## config.mk

```make
export PLATFORM = sky130hd
export DESIGN_NAME = adc_conversion_mux_control
export DESIGN_NICKNAME = d
export VERILOG_FILES = /design/src/hdl/adc_ctrl_pkg.sv /design/src/hdl/adc_conversion_mux_control.sv
export SDC_FILE = /design/constraint.sdc
export NUM_CORES = 1
export LEC_CHECK = 0
export BUFFER_PORTS_ARGS = -buffer_cell sky130_fd_sc_hd__clkbuf_2
export CAP_MARGIN = 30
export CORE_MARGIN = 3
export CORE_UTILIZATION = 52
export CTS_CLUSTER_DIAMETER = 40
export DETAILED_ROUTE_END_ITERATION = 12
export PLACE_DENSITY_LB_ADDON = 0.12
export SLEW_MARGIN = 20
export SYNTH_ARGS = -nofsm -noshare
export SYNTH_HDL_FRONTEND = slang
export SYNTH_SLANG_ARGS = --single-unit
export TNS_END_PERCENT = 5
```

## constraint.sdc

```tcl
create_clock -name mclk_i -period 5.2 [get_ports mclk_i]
set_input_delay 0.78 -clock mclk_i [delete_from_list [all_inputs] [get_ports mclk_i]]
set_output_delay 0.78 -clock mclk_i [all_outputs]
set_load 0.02 [all_outputs]
```

## src/hdl/adc_ctrl_pkg.sv

```systemverilog
// constants for the converter control block
package adc_ctrl_pkg;

	// ----------------------------------------------------------------
	// widths
	// ----------------------------------------------------------------
	localparam int RESULT_WIDTH  = 12;
	localparam int ADDR_WIDTH    = 4;
	localparam int LATCH_WIDTH   = RESULT_WIDTH + ADDR_WIDTH;
	localparam int CHANNEL_COUNT = 8;
	localparam int SEL_WIDTH     = 3;
	localparam int STEP_WIDTH    = 4;
	localparam int CALC_WIDTH    = 16;

	// ----------------------------------------------------------------
	// synchronised configuration word fields
	// ----------------------------------------------------------------
	localparam int CFG_PAIR_INPUT_SELECT_BIT  = 5;
	localparam int CFG_ADDR_MSB  = 4;
	localparam int CFG_ADDR_LSB  = 2;
	localparam int CFG_BIP_BIT   = 1;
	localparam int CFG_GAIN_BIT  = 0;

	// ----------------------------------------------------------------
	// codes and reset values
	// ----------------------------------------------------------------
	localparam logic [STEP_WIDTH-1:0]   MSB_STEP    = 4'hB;
	localparam logic [STEP_WIDTH-1:0]   LSB_STEP    = 4'h0;
	localparam logic [RESULT_WIDTH-1:0] SAR_CLEAR   = 12'h000;
	localparam logic [RESULT_WIDTH-1:0] CODE_MAX    = 12'hFFF;
	localparam logic [CALC_WIDTH-1:0]   BIPOLAR_MID = 16'h0800;
	localparam logic [LATCH_WIDTH-1:0]  LATCH_RESET = 16'h0000;

	// ----------------------------------------------------------------
	// timing
	// ----------------------------------------------------------------
	localparam int CLOCK_PERIOD_NS = 40;
	localparam int ACQUIRE_MIN_NS  = 150;
	localparam int ACQUIRE_CYCLES  = (ACQUIRE_MIN_NS + CLOCK_PERIOD_NS - 1) / CLOCK_PERIOD_NS;

	// ----------------------------------------------------------------
	// sequencing states
	// ----------------------------------------------------------------
	typedef enum logic [2:0] {
		ST_ACQUIRE = 3'b001,
		ST_CONVERT = 3'b010,
		ST_LATCH   = 3'b100
	} conv_state_t;

endpackage

```

## src/hdl/adc_conversion_mux_control.sv

```systemverilog
// successive approximation control, input mux selection and output latch
// ----------------------------------------------------------------
// Notes on behaviour
// - conversions start only via select and start
// - approximation register cleared when conversion begins
// - start requests ignored while converting
// - one bit per step, msb to lsb
// - result and address latched together at end
// - result is positive minus negative mux output
// - pairing low single-ended, high four pairs
// - single-ended: input n positive, common negative
// - pairs: upper bits pick pair, bit0 polarity
// - gain select high gives gain of one
// - gain select low gives gain of two
// - polarity low unipolar, high bipolar span
// - conversion begins on start falling edge
// - start ignored unless chip select low
// ----------------------------------------------------------------
`timescale 1ns/1ps
`default_nettype none

module adc_conversion_mux_control
	import adc_ctrl_pkg::*;
(
	// clock, reset, enable
	input  wire logic                                     mclk_i,
	input  wire logic                                     reset_n_i,
	input  wire logic                                     clk_en_i,
	// control pins
	input  wire logic                                     chip_select_n_i,
	input  wire logic                                     conversion_start_n_i,
	// configuration pins
	input  wire logic                                     pair_input_select_i,
	input  wire logic [SEL_WIDTH-1:0]                     channel_address_i,
	input  wire logic                                     polarity_select_i,
	input  wire logic                                     gain_range_select_i,
	// sampled input levels, same clock domain
	input  wire logic [CHANNEL_COUNT-1:0][RESULT_WIDTH-1:0] analog_inputs_i,
	input  wire logic [RESULT_WIDTH-1:0]                  common_input_i,
	// results
	output logic                                          busy_o,
	output logic                                          done_o,
	output logic [LATCH_WIDTH-1:0]                        output_latch_o
);

	// ----------------------------------------------------------------
	// state
	// ----------------------------------------------------------------
	typedef struct packed {
		logic                     cs_meta;
		logic                     cs_sync;
		logic                     start_meta;
		logic                     start_sync;
		logic                     start_prev;
		logic [ADDR_WIDTH+1:0]    cfg_meta;
		logic [ADDR_WIDTH+1:0]    cfg_sync;
		conv_state_t              state;
		logic [RESULT_WIDTH-1:0]  approximation_register;
		logic [STEP_WIDTH-1:0]    step;
		logic [RESULT_WIDTH-1:0]  target;
		logic [ADDR_WIDTH-1:0]    addr_hold;
		logic [LATCH_WIDTH-1:0]   latch;
		logic                     busy;
		logic                     done;
	} ctrl_t;

	ctrl_t r;
	ctrl_t next_r;

	// ----------------------------------------------------------------
	// helpers
	// ----------------------------------------------------------------
	function automatic logic [RESULT_WIDTH-1:0] clamp_code(input logic signed [CALC_WIDTH-1:0] v);
		if (v < 0)
			return SAR_CLEAR;
		else if (v > $signed({4'h0, CODE_MAX}))
			return CODE_MAX;
		else
			return v[RESULT_WIDTH-1:0];
	endfunction

	function automatic logic [RESULT_WIDTH-1:0] weight(input logic [STEP_WIDTH-1:0] s);
		return RESULT_WIDTH'(1) << s;
	endfunction

	// ----------------------------------------------------------------
	// input multiplexer and span scaling
	// ----------------------------------------------------------------
	logic                           cfg_pair_input_select;
	logic [SEL_WIDTH-1:0]           cfg_addr;
	logic                           cfg_bip;
	logic                           cfg_gain1;
	logic [RESULT_WIDTH-1:0]        pos_level;
	logic [RESULT_WIDTH-1:0]        neg_level;
	logic signed [CALC_WIDTH-1:0]   span_value;
	logic                           start_fall;

	assign cfg_pair_input_select  = r.cfg_sync[CFG_PAIR_INPUT_SELECT_BIT];
	assign cfg_addr  = r.cfg_sync[CFG_ADDR_MSB:CFG_ADDR_LSB];
	assign cfg_bip   = r.cfg_sync[CFG_BIP_BIT];
	assign cfg_gain1 = r.cfg_sync[CFG_GAIN_BIT];

	always_comb begin
		if (cfg_pair_input_select) begin
			pos_level = analog_inputs_i[{cfg_addr[2:1], cfg_addr[0]}];
			neg_level = analog_inputs_i[{cfg_addr[2:1], ~cfg_addr[0]}];
		end else begin
			pos_level = analog_inputs_i[cfg_addr];
			neg_level = common_input_i;
		end
		span_value = $signed({4'h0, pos_level}) - $signed({4'h0, neg_level});
		if (!cfg_gain1)
			span_value = span_value <<< 1;
		if (cfg_bip)
			span_value = span_value + $signed(BIPOLAR_MID);
	end

	// edge seen on synced levels only, gated by select
	assign start_fall = r.start_prev && !r.start_sync && !r.cs_sync;

	// ----------------------------------------------------------------
	// next state
	// ----------------------------------------------------------------
	always_comb begin
		next_r            = r;
		next_r.cs_meta    = chip_select_n_i;
		next_r.cs_sync    = r.cs_meta;
		next_r.start_meta = conversion_start_n_i;
		next_r.start_sync = r.start_meta;
		next_r.start_prev = r.start_sync;
		next_r.cfg_meta   = {pair_input_select_i, channel_address_i,
		                     polarity_select_i, gain_range_select_i};
		next_r.cfg_sync   = r.cfg_meta;
		next_r.done       = 1'b0;
		unique case (r.state)
			ST_ACQUIRE: begin
				if (start_fall) begin
					next_r.state     = ST_CONVERT;
					next_r.approximation_register       = SAR_CLEAR;
					next_r.step      = MSB_STEP;
					next_r.target    = clamp_code(span_value);
					next_r.addr_hold = {cfg_pair_input_select, cfg_addr};
					next_r.busy      = 1'b1;
				end
			end
			ST_CONVERT: begin
				// start edges are not looked at here
				if ((r.approximation_register | weight(r.step)) <= r.target)
					next_r.approximation_register = r.approximation_register | weight(r.step);
				if (r.step == LSB_STEP)
					next_r.state = ST_LATCH;
				else
					next_r.step = r.step - STEP_WIDTH'(1);
			end
			ST_LATCH: begin
				next_r.latch = {r.addr_hold, r.approximation_register};
				next_r.state = ST_ACQUIRE;
				next_r.busy  = 1'b0;
				next_r.done  = 1'b1;
			end
			default: begin
				next_r.state = ST_ACQUIRE;
				next_r.busy  = 1'b0;
			end
		endcase
	end

	// ----------------------------------------------------------------
	// registers
	// ----------------------------------------------------------------
	always_ff @(posedge mclk_i) begin
		if (!reset_n_i) begin
			r            <= '0;
			r.cs_meta    <= 1'b1;
			r.cs_sync    <= 1'b1;
			r.start_meta <= 1'b1;
			r.start_sync <= 1'b1;
			r.start_prev <= 1'b1;
			r.state      <= ST_ACQUIRE;
			r.latch      <= LATCH_RESET;
		end else if (clk_en_i) begin
			r <= next_r;
		end
	end

	assign busy_o         = r.busy;
	assign done_o         = r.done;
	assign output_latch_o = r.latch;
endmodule

`default_nettype wire

```

# --- Yosys cells after proc, flatten, opt, wreduce, memory -nomap -nowiden ---
# Cells that the tools add are included.
# Widths: inputs -> output; s select.
totals:
  regBits: 70
  latchBits: 0
  ramBits: 0
  romBits: 0
  input_bits: 119
  out_inout_bits: 18
  elab_cells: 64
  n_memories: 0
op_classes:
  n_addsub: 3
  multipliers: 0
  div: 0
  n_lt_le_gt_ge: 5
  n_eq_ne: 7
  shift: 1
  muxes: 18
  bitwise_logic: 3
  n_reduce_logical: 12
op_table:
  columns: ["cell", "count"]
  rows:
  - ["$bmux 12 s3", 2]
  - ["$mux 12", 6]
  - ["$mux 35", 1]
  - ["$pmux 16 s2", 1]
  - ["$gt 16x13->1 const B", 1]
  - ["$lt 16x1->1 const B", 1]
  - ["$mux 16", 1]
  - ["$add 14x13->15 const B", 1]
  - ["$mux 13", 1]
  - ["$sub 12x12->13", 1]
  - ["$le 12x12->1", 1]
  - ["$or 12x12->12", 1]
  - ["$shl 1x4->12 const A", 1]
  - ["$reduce_and 3->1", 3]
  - ["$lt 3x4->1 const B", 2]
  - ["$ne 2x2->1 const B", 4]
  - ["$reduce_and 4->1", 2]
  - ["$pmux 3 s2", 1]
  - ["$logic_not 4->1", 1]
  - ["$mux 4", 1]
  - ["$sub 4x1->4 const B", 1]
  - ["$eq 3x1->1 const B", 1]
  - ["$eq 3x2->1 const B", 1]
  - ["$eq 3x3->1 const B", 1]
  - ["other kinds (8)", 12]

# --- Longest topological paths before layout ---
depth:
  depth_word: 13
  ltp_mapped: 15
  depth_no_buf: 13

# --- Least setup slack after synthesis ---
# Ideal clock, no wire load.
synth_timing:
  path_kind: "reg-to-reg"
  start: "register r, in the netlist cfg_addr[1]"
  end: "register r[24] in the netlist's numbering"
  setup_ns: 0.122
  t_arrival_ns: 3.809
  required_time_ns: 5.078
  setup_slack_ns: 1.269
  path_stages_with_launch: 14
  path_buffers: 3
  period_less_slack_ns: 3.931
  path_cell_list: "dfxtp_1 clkbuf_1 buf_1 clkbuf_1 mux4_2 mux2_2 fa_1 a21o_1 a221o_2 a311o_1 a21oi_2 o31ai_2 a32oi_1 nand2_1"
synth_between:
  elab_chain_cells: 10
  elab_cells_between_ends: 13
  classes_between: "add/sub (2); order compare (2); mux (9)"
synth_lines:
  columns: ["element", "line", "rtl"]
  rows:
  - ["start, declared", "adc_conversion_mux_control.sv:67", "ctrl_t r;"]
  - ["start signal, assigned", "adc_conversion_mux_control.sv:182", "r <= next_r;"]
  - ["$bmux 12 s3", "adc_conversion_mux_control.sv:106", "neg_level = analog_inputs_i[{cfg_addr[2:1], ~cfg_addr[0]}];"]
  - ["$mux 12 (not written as such)", "adc_conversion_mux_control.sv:106", null]
  - ["$mux 12", "adc_conversion_mux_control.sv:104", "if (cfg_pair_input_select) begin"]
  - ["$sub 12x12->13 (*)", "adc_conversion_mux_control.sv:111", "span_value = $signed({4'h0, pos_level}) - $signed({4'h0, neg_level});"]
  - ["$mux 13", "adc_conversion_mux_control.sv:112", "if (!cfg_gain1)"]
  - ["$add 14x13->15", "adc_conversion_mux_control.sv:115", "span_value = span_value + $signed(BIPOLAR_MID);"]
  - ["$mux 16 (*)", "adc_conversion_mux_control.sv:114", "if (cfg_bip)"]
  - ["$gt 16x13->1", "adc_conversion_mux_control.sv:76", "else if (v > $signed({4'h0, CODE_MAX}))"]
  - ["$mux 12", "adc_conversion_mux_control.sv:76", null]
  - ["$mux 12 (*)", "adc_conversion_mux_control.sv:74", "if (v < 0)"]
# Mark *: on every way between the ends. The rest lies on a longest branch, timed or not. The select of a mux whose other input is x is not followed.
# A chain may end at the register's enable or synchronous reset.

# --- Final worst setup path ---
layout_timing:
  start: "register r, in the netlist cfg_addr[1]"
  end: "register r[32] in the netlist's numbering"
# The elaborated chain is that of the path after synthesis.

==> flow_summary.yaml <==
synthesis:
  synth_xor_area_share_pct: 1.27
  synthAdderAreaFrac_pct: 7.16
  yosysWarnings: 0
  synth_edf_count: 0
  synth-seq-cells: 70
  synth-main-ff-cell: "dfxtp_1"
  syn_area_per_cell_um2: 9.30
  synth_mux_area_share_pct: 29.9
  async_flop_share_pct: 0
  yosysSeqAreaShare_pct: 25.4
  synth_nets: 744
  syn_area_um2: 5520
  synth_compound_area_share_pct: 16.0
  synth_top_family_by_area: "multiplexers"
  yosys.area_share.simple_pct: 13.9
  synthCells: 594
  yosysUniqueCellTypes: 64
final_layout:
  seq_area_um2: 1400
  fin_util_pct: 63.7
  nNetsFinal: 845
  layout-drive-gt1-share_pct: 34.0
  multi_input_area_um2: 3770
  finalInstanceArea_um2: 6390
  final_cells: 832
  area_growth_pct: 15.8
  nFillCells: 871
  diodes: 0
detailed_routing:
  vias: 4987
  ant_nets: 0
  drc: 0
  dr.first_iter.drc_count: 419
  viasPerCell: 5.99
  drt-total-wl_um: 14400
  wire_per_inst_um: 17.3
  firstDrtPassIters: 5
floorplanning:
  dieArea_um2: 11900
  fp.dieH_um: 109
  row_count: 36
  start_util_pct: 55.0
  core-area_um2: 10000
  io_pins: 137
  die_width_um: 109
power:
  intPower_mw: 1.04
  swShare_pct: 28.1
  p_leak_nw: 2.66
  ir_drop_uv: 192
  p_switching_uw: 406
  power.density_nw_per_um2: 225
  clockPowerShare_pct: 36.5
  power.total_mw: 1.44
  seqPwrFrac_pct: 38.1
  share_comb_of_total_power_pct: 25.4
clock_tree:
  clk_latency_ps: 350
  cts_setup_buffers: 0
  clk_path_buf_depth: 2
  clk_pin_slew_worst_paths_ps: 80
  htree_levels: 3
  ctsHoldBuffers: 0
  cts_tree: "built"
  cts-resized-gates: 0
  cts_buffers: 9
  cts_root_buffer: "clkbuf_8"
  cts.sinks: 70
setup_path:
  endpoint: "r[32]"
  cp-start-kind: "flip-flop"
  crit_type: "reg -> reg"
  r2r_slack_ps: 1300
  r2r_start: "cfg_addr[1]"
  cp.required_ps: 5420
  cp.arrival_ps: 4130
  end_kind: "flip-flop"
  reg2reg_depth: 13
  setup.worst_path.start: "cfg_addr[1]"
  r2r_end: "r[32]"
  path_max_fanout: 26
sta:
  tightest_slew_ps: 774
  hold_violations: 0
  skew_ps: 9.71
  slew_viol_final: 0
  rsz0062_at_grt: "no"
  min_period_ps: 3900
  setup_ws_ps: 1300
  fin_tns_setup_ps: 0
  setup_viol: 0
  slew-limit-headroom_pct: 48.3
  fin_hold_ws_ps: 455
  fmaxAchievable_mhz: 256
  fin_crit_sh_pct: 75.1
grt:
  globalRouteOverflowTotal: 0
  grt_max_degree: 46
  track_usage_pct: 25.4
  grt_pass1_wl_um: 23500
  grt_pass1_vias: 4851
  grt_antenna_before_repair: 0
placed_design:
  placedCellCount: 817
  gp_congestion: 0.931
  place_area_um2: 6160
  dp_hpwl_um: 11600
  port_buffers: 136
  place_ws_ps: 1190
run_status:
  status: "finished clean"
run:
  maxCapViolCount: 0
hold_path:
  hold_class: "reg -> reg"
worst max-delay path: stages, from the launching register on:
cell	delay [ps]
dfxtp_2	330
buf_4	350
mux4_2	560
mux2i_1	160
nand2_1	60
o21ai_0	220
ha_1	320
nor2b_1	150
o31ai_2	370
a211oi_1	160
a211oi_2	510
nor2_1	170
o211ai_2	280
o211ai_1	130
logic make-up after synthesis:
group | after synthesis
AOI/OAI and AO/OA | 128
xor gates and xnor gates | 8
adders and majority gates | 31
buffers and inverters | 75
DFF | 70
muxes | 106
and+or+nand+nor | 176
flip-flops by register name, summed over array words and instances, names as in the netlist:
name	count
cfg_addr	3
done_o	1
r	37
cfg_pair_input_select	1
busy_o	1
cfg_bip	1
output_latch_o	16
next_r	9
cfg_gain1	1
synthesized netlist by cell type (10+ instances only):
cell / number / area share, %
a21oi_1: 42 / 3.8
clkbuf_1: 20 / 1.4
mux2i_1: 49 / 8.9
dfxtp_1: 70 / 25
buf_1: 10 / 0.68
o21ai_0: 21 / 1.9
buf_4: 17 / 2.3
ha_1: 30 / 6.8
nand2_1: 97 / 6.6
nor2_1: 41 / 2.8
inv_1: 20 / 1.4
mux2_2: 11 / 2.2
a21o_1: 19 / 2.6
mux4_2: 46 / 19
o211ai_1: 11 / 1.5
worst min-delay path by stage:
stage / slack [ps] / cells past startpoint / from / to
after floorplan: 430 / 2 / r[33] / r[33]
after global placement: 440 / 2 / output_latch_o[11] / output_latch_o[11]
after detailed placement: 450 / 2 / r[18] / output_latch_o[12]
after CTS: 460 / 2 / r[18] / output_latch_o[12]
after global routing: 480 / 2 / output_latch_o[4] / output_latch_o[4]
final: 460 / 2 / r[18] / output_latch_o[12]
layout by cell type, fill, tap and decap left out, types with 2 or more instances in the layout:
cell type  Yosys  layout
a21o_1        19      19
a21oi_1       42      42
a21oi_2        2       2
a311o_1        3       3
a31oi_1        3       3
and3_1         5       5
buf_4         17       6
bufinv_16      0       3
clkbuf_2       1     136
clkbuf_8       0       9
dfxtp_1       70      68
dfxtp_2        0       2
ha_1          30      30
inv_1         20      20
mux2_2        11      11
mux2i_1       49      49
mux4_2        46      46
nand2_1       97      97
nand2b_1       4       4
nand3_1        4       4
nand4_1        2       2
nor2_1        41      41
nor2b_1        3       3
nor3_1         6       6
nor3b_1        2       2
o211a_1        2       2
o211ai_1      11      11
o21a_1         4       4
o21ai_0       21      21
o21ai_1        3       3
o31ai_2        2       2
xnor2_1        7       7
metal layers:
metal	GRT usage (%)	up-vias	wire length, µm
met2	39.3	195	6600
met5	0	-	0
met4	6.04	0	221
li1	-	2365	-
met1	35.9	2408	6570
met3	6.45	19	1040
layout make-up:
class / count / area share [%]
Clock buffer: 9 / 1.94
Clock inverter: 6 / 1.74
Timing Repair Buffer: 143 / 11.5
Sequential cell: 70 / 22.0
Multi-Input combinational cell: 449 / 59.0
Tap cell: 133 / 2.60
Inverter: 22 / 1.29
power groups by stage:
| stage | Combinational [mW] | Clock, mW | Sequential (mW) |
|---|---|---|---|
| 5_1_grt | 0.404 | 0.559 | 0.550 |
| 3_5_place_dp | 0.363 | 0 | 0.561 |
| 6_report | 0.367 | 0.526 | 0.549 |
| 4_1_cts | 0.364 | 0.533 | 0.549 |
| 2_1_floorplan | 0.261 | 0 | 0.557 |
| 3_3_place_gp | 0.356 | 0 | 0.561 |
Note: power is estimated with default switching activity, not from simulation.
